===== src/rtl/dfp_pkg.sv =====
// constants shared by the decimation filter block
package dfp_pkg;
    localparam int MAX_CH = 4;              // address map holds four channels
    localparam int PH_W   = 10;             // phase offset width
    localparam int CIC_W  = 32;             // sinc3 register width, 3*10+1 needed
    localparam int NRM_W  = 31;             // normalised full scale is 2^30
    localparam int RES_W  = 24;
    localparam int ACC_W  = 36;             // sinc1 sum of up to 16 words
    localparam int FAC_W  = 15;             // fast path count up to 16384
    localparam int SET_W  = 16;
    localparam int RES_SH = 6;              // 30-bit value down to 24 bits

    localparam logic [3:0] LG_FAST  = 4'h6; // fast rate gives osr 64
    localparam logic [3:0] LG_BASE  = 4'h7; // osr code 0 gives 128
    localparam logic [3:0] LG_S3MAX = 4'hA; // sinc3 stops at 1024
    localparam logic [4:0] NRM_TOP  = 5'h1E;
    localparam logic [1:0] FAST_CONV = 2'h2; // results taken from fast path
    localparam logic [32:0] RES_MID = 33'h0_2000_0000;

    // settling in main clocks: sinc3 part, block, tail
    localparam logic [SET_W-1:0] SET_TAIL  = 16'h0030;
    localparam logic [SET_W-1:0] SET_S3MUL = 16'h0003;
    localparam logic [SET_W-1:0] SET_BLK   = 16'h0400;
    localparam logic [SET_W-1:0] SET_ADD2  = 16'h0002;

    // main clocks per modulator cycle for divider codes 00b..11b
    localparam logic [3:0] DIV_R0 = 4'h2;
    localparam logic [3:0] DIV_R1 = 4'h4;
    localparam logic [3:0] DIV_R2 = 4'h8;
    localparam logic [3:0] DIV_R3 = 4'hC;

    // register byte addresses
    localparam logic [7:0] A_CLK   = 8'h00;
    localparam logic [7:0] A_STAT  = 8'h04;
    localparam logic [7:0] A_RSYNC = 8'h08;
    localparam logic [7:0] A_CFG0  = 8'h10;
    localparam logic [7:0] A_RES0  = 8'h20;
    localparam logic [7:0] A_STEP  = 8'h04;

    // field positions
    localparam int F_OSR = 0;
    localparam int F_FAST = 3;
    localparam int F_DIV = 4;
    localparam int F_EN = 8;
    localparam int F_RSYNC = 0;
    localparam int F_PH = 0;
    localparam int F_MUX = 10;
    localparam int F_GAIN = 12;
    localparam int F_SETL = 0;
    localparam int F_FSEL = 4;
    localparam int F_PEND = 8;

    // reset values
    localparam logic [2:0] RST_OSR = 3'h3;
    localparam logic [1:0] RST_DIV = 2'h0;
endpackage


===== src/rtl/dfp_chan_if.sv =====
// carrier between the control logic and one filter channel
`timescale 1ns/1ps
interface dfp_chan_if;
    import dfp_pkg::*;
    logic             tick;
    logic             bit_in;
    logic             restart;
    logic             win_end;
    logic [3:0]       k3;
    logic [2:0]       k1;
    logic [RES_W-1:0] result;
    logic             valid;
    logic             fast_sel;
    modport ctrl (output tick, bit_in, restart, win_end, k3, k1,
                  input result, valid, fast_sel);
    modport chan (input tick, bit_in, restart, win_end, k3, k1,
                  output result, valid, fast_sel);
endinterface


===== src/rtl/dfp_chan.sv =====
// one channel: sinc3 plus sinc1 cascade and fast-settling sinc1 path
`timescale 1ns/1ps
module dfp_chan import dfp_pkg::*; (
    input  wire logic mclk_i,
    input  wire logic rst_i,
    dfp_chan_if.chan  cif
);
    logic [CIC_W-1:0] i1, i2, i3, d1, d2, d3;
    logic [CIC_W-1:0] next_i1, next_i2, next_i3, next_d1, next_d2, next_d3;
    logic [CIC_W-1:0] c1, c2, c3;
    logic [ACC_W-1:0] acc, next_acc, sum;
    logic [3:0]       cnt1, next_cnt1;
    logic [FAC_W-1:0] facc, next_facc;
    logic [1:0]       conv, next_conv;
    logic [RES_W-1:0] res, next_res;
    logic             vld, next_vld;
    logic [NRM_W-1:0] s3n, outn, fastn;
    logic [3:0]       ktot;
    logic [4:0]       sh3, shf;
    logic             last;

    // offset-binary density to two's complement, top code saturates
    function automatic logic [RES_W-1:0] to_code(input logic [NRM_W-1:0] u);
        logic [32:0] s;
        s = {2'b00, u} - RES_MID;
        if (!s[32] && s[29]) begin
            return 24'h7FFFFF;
        end
        return s[29:RES_SH];
    endfunction

    // integrate every tick, comb at window end, sinc1 over 2^k1 words
    always_comb begin
        next_i1 = i1;
        next_i2 = i2;
        next_i3 = i3;
        next_d1 = d1;
        next_d2 = d2;
        next_d3 = d3;
        next_acc = acc;
        next_cnt1 = cnt1;
        next_facc = facc;
        next_conv = conv;
        next_res = res;
        next_vld = 1'b0;
        ktot = cif.k3 + {1'b0, cif.k1};
        sh3 = NRM_TOP - ({1'b0, cif.k3} + {cif.k3, 1'b0});
        shf = NRM_TOP - {1'b0, ktot};
        c1 = i3 - d1;
        c2 = c1 - d2;
        c3 = c2 - d3;
        s3n = NRM_W'(c3 << sh3);                        // scale so N cubed maps to 2^30
        sum = acc + ACC_W'(s3n);
        last = (cnt1 == 4'((5'h01 << cif.k1) - 5'h01));
        outn = NRM_W'(sum >> cif.k1);
        fastn = NRM_W'({16'h0000, facc} << shf);
        if (cif.restart) begin
            next_i1 = '0;
            next_i2 = '0;
            next_i3 = '0;
            next_d1 = '0;
            next_d2 = '0;
            next_d3 = '0;
            next_acc = '0;
            next_cnt1 = '0;
            next_facc = '0;
        end else if (cif.tick) begin
            // both paths see the same bitstream
            next_i1 = i1 + CIC_W'(cif.bit_in);
            next_i2 = i2 + i1;
            next_i3 = i3 + i2;
            next_facc = facc + FAC_W'(cif.bit_in);
            if (cif.win_end) begin
                next_d1 = i3;
                next_d2 = c1;
                next_d3 = c2;
                if (last) begin
                    next_acc = '0;
                    next_cnt1 = '0;
                    next_facc = FAC_W'(cif.bit_in);
                    next_vld = 1'b1;                    // never gated
                    if (conv < FAST_CONV) begin
                        next_res = to_code(fastn);
                        next_conv = conv + 2'h1;
                    end else begin
                        next_res = to_code(outn);
                    end
                end else begin
                    next_acc = sum;
                    next_cnt1 = cnt1 + 4'h1;
                end
            end
        end
    end

    // conversion count survives restarts, only reset clears it
    always_ff @(posedge mclk_i) begin
        if (rst_i) begin
            i1 <= '0;
            i2 <= '0;
            i3 <= '0;
            d1 <= '0;
            d2 <= '0;
            d3 <= '0;
            acc <= '0;
            cnt1 <= '0;
            facc <= '0;
            conv <= '0;
            res <= '0;
            vld <= 1'b0;
        end else begin
            i1 <= next_i1;
            i2 <= next_i2;
            i3 <= next_i3;
            d1 <= next_d1;
            d2 <= next_d2;
            d3 <= next_d3;
            acc <= next_acc;
            cnt1 <= next_cnt1;
            facc <= next_facc;
            conv <= next_conv;
            res <= next_res;
            vld <= next_vld;
        end
    end

    assign cif.result = res;
    assign cif.valid = vld;
    assign cif.fast_sel = (conv < FAST_CONV);
endmodule // dfp_chan


===== src/rtl/dfp_top.sv =====
// decimation filter with per-channel phase offset, Avalon-MM registers
// Summary of operation
// - each bitstream feeds sinc3 and a fast-settling sinc1 path in parallel
// - after reset results come from the fast-settling path
// - after two conversions output moves to sinc3 until next reset
// - osr 64 to 1024: sinc3 decimates by osr, output goes straight on
// - osr 2048 and up: sinc3 by 1024 then sinc1 by 2 to 16
// - sinc3 is the cube of a length-N moving average, N the osr capped at 1024
// - enable, mux or gain change, or resync restart the filters
// - settling is 3*osr+48 clocks, or 6/10/18/34*1024+48 above 1024
// - results keep flowing while settling, not dropped; the status settled bit stays low meanwhile
// - output rate is modulator rate divided by osr
// - each channel holds a 10-bit signed phase in modulator cycles
// - each result sums osr samples except the first after a restart or phase write; zero phase aligns channels
// - phase range is -osr/2 to osr/2-1, capped at -512 to 511
// - out-of-range phase saturates to the nearest limit
// - phase settings move on the clock after the register write
// - fast-rate bit selects osr 64, the osr field gives 128 to 16384
// - modulator clock is main clock over 2, 4, 8 or 12, default 2
`timescale 1ns/1ps
module dfp_top import dfp_pkg::*; #(
    parameter int NCH = 3
) (
    input  wire logic           mclk_i,
    input  wire logic           rst_i,
    input  wire logic [7:0]     avs_address_i,
    input  wire logic           avs_read_i,
    input  wire logic           avs_write_i,
    input  wire logic [31:0]    avs_writedata_i,
    input  wire logic [3:0]     avs_byteenable_i,
    output logic [31:0]         avs_readdata_o,
    output logic                avs_waitrequest_o,
    input  wire logic [NCH-1:0] mod_bits_i,
    input  wire logic           resync_i,
    output logic                modulator_clock_o,
    output logic                sample_ready_n_o
);
    if (NCH < 1 || NCH > MAX_CH) begin : g_bad_nch
        $error("channel count out of range");
    end

    logic [2:0]                osr_code, next_osr_code;
    logic                      fast_rate, next_fast_rate;
    logic [1:0]                clk_div, next_clk_div;
    logic [NCH-1:0]            ch_en, next_ch_en;
    logic [NCH-1:0][PH_W-1:0]  phase, next_phase;
    logic [NCH-1:0][1:0]       mux, next_mux;
    logic [NCH-1:0][2:0]       gain, next_gain;
    logic                      ack, next_ack;
    logic [31:0]               rdata, next_rdata, rd_word, w, cw;
    logic                      wr, rsync;
    logic [NCH-1:0]            restart, next_restart;
    logic [3:0]                div_cnt, next_div_cnt, ratio;
    logic                      mclk_q, next_mclk_q, tick;
    logic [PH_W-1:0]           ref_cnt, next_ref_cnt, win_mask;
    logic [3:0]                ktot, k3;
    logic [2:0]                k1;
    logic [SET_W-1:0]          settle_tgt;
    logic [NCH-1:0]            settled, fast_all, valid_all;
    logic [NCH-1:0][RES_W-1:0] res_all;
    logic [NCH-1:0]            pending, next_pending, done;
    logic                      rdy_n, next_rdy_n, fire;

    // byte-lane merge of a write into a register image
    function automatic logic [31:0] merge(input logic [31:0] old,
                                          input logic [31:0] wd,
                                          input logic [3:0]  be);
        logic [31:0] r;
        r = old;
        for (int b = 0; b < 4; b++) begin
            if (be[b]) begin
                r[8*b +: 8] = wd[8*b +: 8];
            end
        end
        return r;
    endfunction

    // osr split: sinc3 takes up to 1024, sinc1 the rest
    always_comb begin
        ktot = fast_rate ? LG_FAST : LG_BASE + {1'b0, osr_code};
        k3 = (ktot > LG_S3MAX) ? LG_S3MAX : ktot;
        k1 = 3'(ktot - k3);
        win_mask = PH_W'((11'h001 << k3) - 11'h001);
        if (k1 == 3'h0) begin
            settle_tgt = SET_W'(SET_S3MUL * (SET_W'(1) << k3)) + SET_TAIL;
        end else begin
            settle_tgt = SET_W'(((SET_ADD2 << k1) + SET_ADD2) * SET_BLK)
                         + SET_TAIL;
        end
    end

    // read mux; unmapped addresses read as zero
    always_comb begin
        rd_word = 32'h0;
        if (avs_address_i == A_CLK) begin
            rd_word[F_OSR +: 3] = osr_code;
            rd_word[F_FAST] = fast_rate;
            rd_word[F_DIV +: 2] = clk_div;
            rd_word[F_EN +: NCH] = ch_en;
        end
        if (avs_address_i == A_STAT) begin
            rd_word[F_SETL +: NCH] = settled;
            rd_word[F_FSEL +: NCH] = fast_all;
            rd_word[F_PEND +: NCH] = pending;
        end
        for (int n = 0; n < NCH; n++) begin
            if (avs_address_i == A_CFG0 + 8'(n) * A_STEP) begin
                rd_word[F_PH +: PH_W] = phase[n];
                rd_word[F_MUX +: 2] = mux[n];
                rd_word[F_GAIN +: 3] = gain[n];
            end
            if (avs_address_i == A_RES0 + 8'(n) * A_STEP) begin
                rd_word[RES_W-1:0] = res_all[n];
            end
        end
    end

    // bus slave: one wait cycle, write lands when waitrequest is low
    always_comb begin
        next_ack = (avs_read_i | avs_write_i) & ~ack;
        next_rdata = rdata;
        next_osr_code = osr_code;
        next_fast_rate = fast_rate;
        next_clk_div = clk_div;
        next_ch_en = ch_en;
        next_phase = phase;
        next_mux = mux;
        next_gain = gain;
        next_restart = '0;
        rsync = resync_i;
        wr = avs_write_i & ack;
        w = 32'h0;
        cw = 32'h0;
        if (avs_read_i & ~ack) begin
            next_rdata = rd_word;
        end
        if (wr && avs_address_i == A_CLK) begin
            w = merge(rd_word, avs_writedata_i, avs_byteenable_i);
            next_osr_code = w[F_OSR +: 3];
            next_fast_rate = w[F_FAST];
            next_clk_div = w[F_DIV +: 2];
            next_ch_en = w[F_EN +: NCH];
        end
        if (wr && avs_address_i == A_RSYNC) begin
            w = merge(32'h0, avs_writedata_i, avs_byteenable_i);
            rsync = rsync | w[F_RSYNC];
        end
        for (int n = 0; n < NCH; n++) begin
            if (wr && avs_address_i == A_CFG0 + 8'(n) * A_STEP) begin
                cw = rd_word;
                w = merge(cw, avs_writedata_i, avs_byteenable_i);
                next_phase[n] = w[F_PH +: PH_W];
                next_mux[n] = w[F_MUX +: 2];
                next_gain[n] = w[F_GAIN +: 3];
                if (w[F_MUX +: 2] != mux[n] || w[F_GAIN +: 3] != gain[n]) begin
                    next_restart[n] = 1'b1;
                end
            end
        end
        next_restart = next_restart | (next_ch_en & ~ch_en) | {NCH{rsync}};
    end

    always_ff @(posedge mclk_i) begin
        if (rst_i) begin
            ack <= 1'b0;
            rdata <= 32'h0;
            osr_code <= RST_OSR;
            fast_rate <= 1'b0;
            clk_div <= RST_DIV;
            ch_en <= '0;
            phase <= '0;
            mux <= '0;
            gain <= '0;
            restart <= '0;
        end else begin
            ack <= next_ack;
            rdata <= next_rdata;
            osr_code <= next_osr_code;
            fast_rate <= next_fast_rate;
            clk_div <= next_clk_div;
            ch_en <= next_ch_en;
            phase <= next_phase;
            mux <= next_mux;
            gain <= next_gain;
            restart <= next_restart;
        end
    end

    assign avs_waitrequest_o = (avs_read_i | avs_write_i) & ~ack;
    assign avs_readdata_o = rdata;

    // modulator divider and common window reference
    always_comb begin
        unique case (clk_div)
            2'h0: ratio = DIV_R0;
            2'h1: ratio = DIV_R1;
            2'h2: ratio = DIV_R2;
            2'h3: ratio = DIV_R3;
        endcase
        tick = (div_cnt >= ratio - 4'h1);
        next_div_cnt = tick ? 4'h0 : div_cnt + 4'h1;
        next_mclk_q = (next_div_cnt < (ratio >> 1));    // 50% duty
        next_ref_cnt = ref_cnt;
        if (rsync) begin
            next_ref_cnt = '0;                          // realign all windows
        end else if (tick) begin
            next_ref_cnt = (ref_cnt + PH_W'(1)) & win_mask;
        end
    end

    always_ff @(posedge mclk_i) begin
        if (rst_i) begin
            div_cnt <= 4'h0;
            mclk_q <= 1'b0;
            ref_cnt <= '0;
        end else begin
            div_cnt <= next_div_cnt;
            mclk_q <= next_mclk_q;
            ref_cnt <= next_ref_cnt;
        end
    end

    assign modulator_clock_o = mclk_q;

    // per channel: clip phase, place window, track settling
    for (genvar n = 0; n < NCH; n++) begin : g_ch
        dfp_chan_if cif ();
        logic signed [PH_W:0] ph, half, clip;
        logic [SET_W-1:0]     scnt, next_scnt;

        always_comb begin
            ph = $signed({phase[n][PH_W-1], phase[n]});
            half = $signed(11'h001 << (k3 - 4'h1));
            clip = ph;
            if (ph < -half) begin
                clip = -half;
            end else if (ph > half - 11'sh001) begin
                clip = half - 11'sh001;
            end
            next_scnt = scnt;
            if (restart[n] | ~ch_en[n]) begin
                next_scnt = '0;
            end else if (scnt < settle_tgt) begin
                next_scnt = scnt + SET_W'(1);
            end
        end

        always_ff @(posedge mclk_i) begin
            if (rst_i) begin
                scnt <= '0;
            end else begin
                scnt <= next_scnt;
            end
        end

        assign cif.tick = tick;
        assign cif.bit_in = mod_bits_i[n];
        assign cif.restart = restart[n] | ~ch_en[n];
        // window shifts by the clipped phase
        assign cif.win_end = tick & (ref_cnt == (clip[PH_W-1:0] & win_mask));
        assign cif.k3 = k3;
        assign cif.k1 = k1;
        assign settled[n] = (scnt >= settle_tgt);
        assign fast_all[n] = cif.fast_sel;
        assign valid_all[n] = cif.valid;
        assign res_all[n] = cif.result;

        dfp_chan u_chan (
            .mclk_i (mclk_i),
            .rst_i  (rst_i),
            .cif    (cif.chan)
        );
    end

    // ready strobe falls once every enabled channel has a fresh result
    always_comb begin
        done = (pending | valid_all) & ch_en;
        fire = (ch_en != '0) && (done == ch_en);
        next_pending = fire ? '0 : done;
        next_rdy_n = ~fire;
    end

    always_ff @(posedge mclk_i) begin
        if (rst_i) begin
            pending <= '0;
            rdy_n <= 1'b1;
        end else begin
            pending <= next_pending;
            rdy_n <= next_rdy_n;
        end
    end

    assign sample_ready_n_o = rdy_n;
endmodule // dfp_top


===== config.mk =====
export PLATFORM = sky130hd
export DESIGN_NAME = dfp_top
export DESIGN_NICKNAME = d
export VERILOG_FILES = /design/src/rtl/dfp_pkg.sv /design/src/rtl/dfp_chan_if.sv /design/src/rtl/dfp_chan.sv /design/src/rtl/dfp_top.sv
export SDC_FILE = /design/constraint.sdc
export NUM_CORES = 2
export LEC_CHECK = 0
export BUFFER_PORTS_ARGS = -buffer_cell sky130_fd_sc_hd__buf_2
export CAP_MARGIN = 20
export CORE_ASPECT_RATIO = 2
export CORE_MARGIN = 3
export CORE_UTILIZATION = 45
export DETAILED_ROUTE_END_ITERATION = 10
export SLEW_MARGIN = 20
export SYNTH_ARGS = -nofsm -noshare
export SYNTH_HDL_FRONTEND = slang
export SYNTH_HIERARCHICAL = 1
export SYNTH_SLANG_ARGS = --single-unit

===== constraint.sdc =====
create_clock -name mclk_i -period 12.8 [get_ports mclk_i]
set_input_delay 0.64 -clock mclk_i [delete_from_list [all_inputs] [get_ports mclk_i]]
set_output_delay 0.64 -clock mclk_i [all_outputs]
set_load 0.05 [all_outputs]

Word-level counts from Yosys, hierarchy flattened
Index checks and enable logic that the tools add are counted.

storage, ports and cells
  flip-flop bits (word level) = 971
  input bits = 52
  logic and storage cells = 351

operators by class
  $add $sub $neg = 56
  multipliers = 1
  $lt $le $gt $ge = 18
  equal/unequal tests = 24
  shifts and indexed selects = 14
  mux-type cells = 103
  bitwise gates (word level) = 33
  reductions and logical operators = 42

operators by type and width
  operator                                              number
  2-to-1 mux 24 bit                                     18
  subtractor 32 bit                                     9
  adder 32 bit                                          6
  subtractor 31 x 30 -> 32 bit (second input constant)  6
  2-to-1 mux 15 bit                                     9
  adder 36 x 31 -> 36 bit                               3
  2-to-1 mux 36 bit                                     3
  >> shifter 36 x 3 -> 31 bit                           3
  adder 32 x 1 -> 32 bit                                3
  left shift 32 x 5 -> 31 bit                           3
  left shift 15 x 5 -> 31 bit                           3
  2-to-1 mux 10 bit                                     6
  adder 16 x 1 -> 16 bit (second input constant)        3
  greater-or-equal comparator 16 bit                    3
  less-than comparator 16 bit                           3
  2-to-1 mux 1 bit                                      48
  adder 15 x 1 -> 15 bit                                3
  AND 10 bit                                            4
  > comparator 10 x 11 -> 1 bit                         3
  less-than comparator 10 x 11 -> 1 bit                 3
  adder 16 x 6 -> 16 bit (second input constant)        2
  equality test 10 bit                                  3
  2-to-1 mux 7 bit                                      4
  equality test 8 x 5 -> 1 bit (second input constant)  3
  57 further kinds                                      137

Logic depth before layout (Yosys ltp)
  depth in word-level cells = 25
  mapped depth = 50
  depth with buffers taken out = 47

By module
Netlist, hierarchy kept.

by module, submodules not included
  module                     instances  cells each  area an instance (um^2)  sequential area each (um^2)
  dfp_chan (g_ch[1].u_chan)  1          3128        23750.3                  5365.1
  dfp_chan (g_ch[2].u_chan)  1          3141        23606.4                  5365.1
  dfp_chan (g_ch[0].u_chan)  1          3047        22967.0                  5365.1
  dfp_top                    1          1627        12519.5                  2982.9

Worst setup path before layout
No wires, ideal clock.

  path kind = register -> register
  start = reg g_ch[2].u_chan.d1[1]
  end = reg g_ch[2].u_chan.res[22]
  setup time = 117 ps
  arrival = 8878 ps
  data required time = 12683 ps
  path slack = 3805 ps
  cell stages (with the launch flop) = 46
  path buffers = 2
  period minus slack after synthesis = 8995 ps
  cells stage by stage = dfxtp_1 inv_1 ha_1 nor2b_1 o21ai_0 a21boi_0 o21ai_0 a21oi_1 a41oi_1 o21bai_1 a21oi_1 xnor2_1 ha_1 and3_1 and2_1 nand2_1 o21ai_0 a41oi_1 (+10 left out) a21oi_1 mux2i_1 or2_2 mux4_2 a211oi_1 o21ai_0 ha_1 inv_1 nor2_1 a221oi_1 o21ai_0 o21a_1 or3_1 a31oi_1 o2111a_1 buf_2 a2bb2o_1 a32o_1

between the ends
  cells in the longest elaborated chain, start to end = 17

ends and longest elaborated chain
  element                          line             RTL
  from (decl)                      dfp_chan.sv:8    logic [CIC_W-1:0] i1, i2, i3, d1, d2, d3;
  from (signal assigned)           dfp_chan.sv:115  d1 <= next_d1;
  subtractor 32 bit (*)            dfp_chan.sv:49   c1 = i3 - d1;
  named net g_ch[2].u_chan.c1[13]  dfp_chan.sv:10   logic [CIC_W-1:0] c1, c2, c3;
  subtractor 32 bit (*)            dfp_chan.sv:50   c2 = c1 - d2;
  named net g_ch[2].u_chan.c2[21]  dfp_chan.sv:10
  subtractor 32 bit (*)            dfp_chan.sv:51   c3 = c2 - d3;
  left shift 32 x 5 -> 31 bit (*)  dfp_chan.sv:52   s3n = NRM_W'(c3 << sh3);
  adder 36 x 31 -> 36 bit (*)      dfp_chan.sv:53   sum = acc + ACC_W'(s3n);
  >> shifter 36 x 3 -> 31 bit (*)  dfp_chan.sv:55   outn = NRM_W'(sum >> cif.k1);
  (+3 left out)                    -
  2-to-1 mux 1 bit                 dfp_chan.sv:26   if (!s[32] && s[29]) begin
  2-to-1 mux 1 bit                 dfp_chan.sv:82   if (conv < FAST_CONV) begin
  2-to-1 mux 1 bit                 dfp_chan.sv:77   if (last) begin
  2-to-1 mux 1 bit                 dfp_chan.sv:73   if (cif.win_end) begin
  2-to-1 mux 1 bit                 dfp_chan.sv:67   end else if (cif.tick) begin
  2-to-1 mux 1 bit                 dfp_chan.sv:57   if (cif.restart) begin
  2-to-1 mux 24 bit (*)            dfp_chan.sv:29   return s[29:RES_SH];
  2-to-1 mux 24 bit (*)            dfp_chan.sv:82
  to (signal assigned)             dfp_chan.sv:122  res <= next_res;
  to (decl)                        dfp_chan.sv:15   logic [RES_W-1:0] res, next_res;

Mark *: on every way through the listed nets, which the timed path passes. The rest lies on a longest branch. The select of a mux whose other input is x is not followed.
A chain may end at the register's enable or synchronous reset.

Worst setup path after layout
  start = reg g_ch[0].u_chan.i3[0]
  end = reg g_ch[0].u_chan.res[12]

between the ends
  cells in the longest elaborated chain, start to end = 17

ends and longest elaborated chain
  element                          line             RTL
  from (decl)                      dfp_chan.sv:8
  from (signal assigned)           dfp_chan.sv:114  i3 <= next_i3;
  subtractor 32 bit (*)            dfp_chan.sv:49
  named net g_ch[0].u_chan.c1[12]  dfp_chan.sv:10
  subtractor 32 bit (*)            dfp_chan.sv:50
  named net g_ch[0].u_chan.c2[23]  dfp_chan.sv:10
  subtractor 32 bit (*)            dfp_chan.sv:51
  left shift 32 x 5 -> 31 bit (*)  dfp_chan.sv:52
  adder 36 x 31 -> 36 bit (*)      dfp_chan.sv:53
  >> shifter 36 x 3 -> 31 bit (*)  dfp_chan.sv:55
  (+3 left out)                    -
  2-to-1 mux 1 bit                 dfp_chan.sv:26
  2-to-1 mux 1 bit                 dfp_chan.sv:82
  2-to-1 mux 1 bit                 dfp_chan.sv:77
  2-to-1 mux 1 bit                 dfp_chan.sv:73
  2-to-1 mux 1 bit                 dfp_chan.sv:67
  2-to-1 mux 1 bit                 dfp_chan.sv:57
  2-to-1 mux 24 bit (*)            dfp_chan.sv:29
  2-to-1 mux 24 bit (*)            dfp_chan.sv:82
  to (signal assigned)             dfp_chan.sv:122
  to (decl)                        dfp_chan.sv:15

Marked as above.

==> results.yml <==
status:
  status: "finished clean"
routing:
  routedWlPerCell_um: 21.14
  vias: 79700
  drt_iter0_drc: 4754
  wirelength_mm: 278.1
  routed_via_density: 6.060
  drc: 0
  ant_nets: 0
  first_pass_iters: 8
sta:
  finalCriticalPeriod_ps: 11550
  fin_crit_sh: 0.9022
  worst_slew_pin_slew_ps: 1157
  slew_headroom: 0.2263
  timing.fmax_mhz: 86.60
  rsz0062_at_grt: "false"
  final-setup-viol-count: 0
  slew_violations: 0
  fin_tns_setup_ps: 0
  finClkSkew_ps: 40.04
  hold_violations: 0
critical_path:
  worst_path_largest_cell_delay_ps: 950
  path_buf_inv: 1
  crit_path_end_kind: "flop"
  cp_slowest_cell: "nor3b_1"
  reg2reg_to: "g_ch[0].u_chan/cif.result[12]"
  cpMostUsedCell: "a21oi_1"
  worstPathArrival_ps: 12120
  worstSetupPathType: "flop to flop"
  reg2reg_from: "g_ch[0].u_chan/i3[0]"
  cp_top_family: "compound AO/OA/AOI/OAI gates"
  r2r_cells: 43
  worstSetupStartpointType: "flop"
  worstPathRequired_ps: 13380
  path_max_fanout: 16
  rrSetupSlack_ps: 1250
flow_run:
  drv_cap: 0
power_and_ir_drop:
  power_density_mw_per_mm2: 90.34
  pwr-share-comb: 0.222
  p_leak_nw: 35.35
  p_switching_mw: 2.751
  p_int_mw: 5.256
  seqPwrFrac: 0.374
  power.share.clock: 0.404
  ir_drop_mv: 0.1100
  switching_share: 0.3435
min_path:
  min-delay-start: "avs_writedata_i[2]"
  min_path_cells: 3
  min_path_type: "input port to flop"
  min_to: "g_ch[2].ph[2]"
global_route:
  grt_pass1_vias: 79020
  grt_first_pass_wirelength_mm: 427.9
  gr-total-overflow: 0
  grt_antenna_before_repair: 13
  grt_use_total: 0.2823
  grt_max_degree: 160
floorplanning:
  die_h_um: 612.8
  die_x_um: 309.4
  dieArea_mm2: 0.1896
  start_util: 0.4526
  io_pins: 87
  num_rows: 222
  core_area_mm2: 0.1830
yosys:
  synth_mux_area_frac: 0.05985
  ys_seq_elements: 953
  synth_top_flop_cell: "dfxtp_1"
  ys_seq_area_frac: 0.2303
  syn-cell-area_mm2: 0.08284
  post-synth-top-area-cell: "dfxtp_1"
  synth_top_family_by_area: "compound AO/OA/AOI/OAI gates"
  yosysMostFrequentCell: "nand2_1"
  synth_top_cell_area_share: 0.2303
  synthAdderAreaFrac: 0.1180
  yosysWarnings: 6
  synth_edf_count: 0
  synthTopCellsByCount: "nand2_1, nor2_1, a21oi_1"
  yosys-top-cells-area: "dfxtp_1, ha_1, a21oi_1"
  ys_types: 137
  synth-compound-area-share: 0.2558
  synthXorXnorAreaFrac: 0.07577
  yosys.area_share.simple: 0.2084
  synth-async-reset-ratio: 0
  synth_cells: 10940
  avgSynthCellArea_um2: 7.570
clock_tree:
  root_buffer: "clkbuf_16"
  h-tree-depth: 3
  numCtsBuffers: 102
  cts.reportedPaths.clkPinSlew_ps: 70
  cts.sinks: 953
  post_cts_buffers: 0
  cts_resized: 0
  cts_tree: "done"
  ctsHoldBuffers: 0
  clk_latency_ps: 740
  clockBufferDepth: 3
final_layout:
  area_delta_synth_final_pct: 6.981
  drive_gt1_frac: 0.06530
  fillers: 18220
  multi_input_area_mm2: 0.05980
  fin_nets: 11530
  fin_cells: 13150
  seqCellArea_mm2: 0.01908
placed_design:
  io_buffers: 59
  dp_cells: 12960
  hpwlAfterDp_mm: 215.1
  routabilityCongestion: 0.9485
flip-flops by register name, indices dropped and copies added (netlist names), 48 cells and up:
| name | count |
|---|---|
| g_ch.u_chan/i3 | 93 |
| g_ch.u_chan/d1 | 93 |
| g_ch.u_chan/i1 | 93 |
| g_ch.scnt | 48 |
| g_ch.u_chan/d3 | 93 |
| g_ch.u_chan/acc | 108 |
| g_ch.u_chan/cif.result | 72 |
| g_ch.u_chan/d2 | 93 |
| g_ch.u_chan/i2 | 93 |
cells in the final DEF, fill, tap and decap left out, types with 28 or more instances in the layout:
cell type	count
mux2i_1	279
o21ai_0	501
and2_1	96
mux4_2	60
dfxtp_1	953
a22oi_1	108
a31oi_1	108
clkbuf_16	106
a221oi_1	29
inv_1	513
and3_1	119
buf_4	123
nand3_1	242
xnor2_1	409
o22ai_1	53
a22o_1	30
a311oi_1	33
mux2_2	71
a21o_1	276
nor3_1	209
nor4_1	44
nor2_1	1130
nand4_1	124
nand2_1	1355
nand2b_1	99
buf_2	58
o21ai_1	28
or2_2	40
ha_1	739
or3_1	89
o31ai_1	65
xor2_1	293
nor2b_1	97
o21bai_1	58
o21a_1	108
conb_1	36
a211oi_1	192
a21oi_1	1101
o211ai_1	84
logic make-up (layout without fill, tap and decap cells):
kind of cell	count (synthesis)	after routing
simple gates	3796	3796
flops	953	953
mux	411	411
other cells	2	40
compound gates	3225	3225
buf+inv	1079	899
xor+xnor	710	710
fa+ha+maj	767	767
power groups by stage:
stage,Combinational [mW],Sequential [mW],Clock [mW]
final,1.78,2.99,3.24
after global routing,1.89,2.99,3.42
after CTS,1.77,2.99,3.34
after detailed placement,1.77,3.06,0
after global placement,1.76,3.06,0
after floorplan,1.16,3.07,0
layer usage:
layer / GRT usage / routed length [um] / up-vias
met1: 0.2677 / 96420 / 38090
met3: 0.03370 / 10730 / 807
met2: 0.5484 / 147500 / 1905
met4: 0.2073 / 23380 / 4
li1: - / - / 38900
met5: 0 / 34 / -
cell type report:
type	count	share of cell area
Multi-Input combinational cell	8945	0.6747
Sequential cell	953	0.2153
Clock buffer	143	0.03376
Tap cell	2352	0.03320
Inverter	528	0.02238
Timing Repair Buffer	184	0.01417
Clock inverter	44	0.006395
Antenna cell	4	0.0001129
per-stage QoR:
| stage | utilization | hold WS (ps) | setup WS [ps] | area [um^2] | total power, mW |
|---|---|---|---|---|---|
| 2_1_floorplan | - | 424.9 | 3805 | 82970 | 4.225 |
| 3_3_place_gp | 0.4645 | 439.0 | 1263 | 85030 | 4.814 |
| 3_5_place_dp | 0.4645 | 443.7 | 1346 | 85030 | 4.827 |
| 4_1_cts | 0.4840 | 242.0 | 1304 | 88590 | 8.100 |
| 5_1_grt | 0.4841 | 293.3 | 693.8 | 88620 | 8.307 |
| 6_report | 0.4842 | 296.9 | 1252 | 88630 | 8.006 |
worst max path at each step:
stage | endpoint | slack, ps | start | cells after the start
after floorplan | g_ch[2].u_chan/cif.result[22] | 3800 | g_ch[2].u_chan/d1[1] | 45
after global placement | g_ch[1].u_chan/cif.result[22] | 1260 | g_ch[1].u_chan/i3[0] | 47
after detailed placement | g_ch[1].u_chan/cif.result[21] | 1350 | g_ch[1].u_chan/i3[0] | 47
after CTS | g_ch[1].u_chan/cif.result[21] | 1300 | g_ch[1].u_chan/i3[0] | 47
after global routing | g_ch[1].u_chan/cif.result[21] | 690 | g_ch[1].u_chan/i3[0] | 43
final | g_ch[0].u_chan/cif.result[12] | 1250 | g_ch[0].u_chan/i3[0] | 43
worst min-delay path: stages:
cell and delay, ps:
buf_2 110, a21oi_1 140, a221oi_1 80
Power figures use the tool's default switching activity.
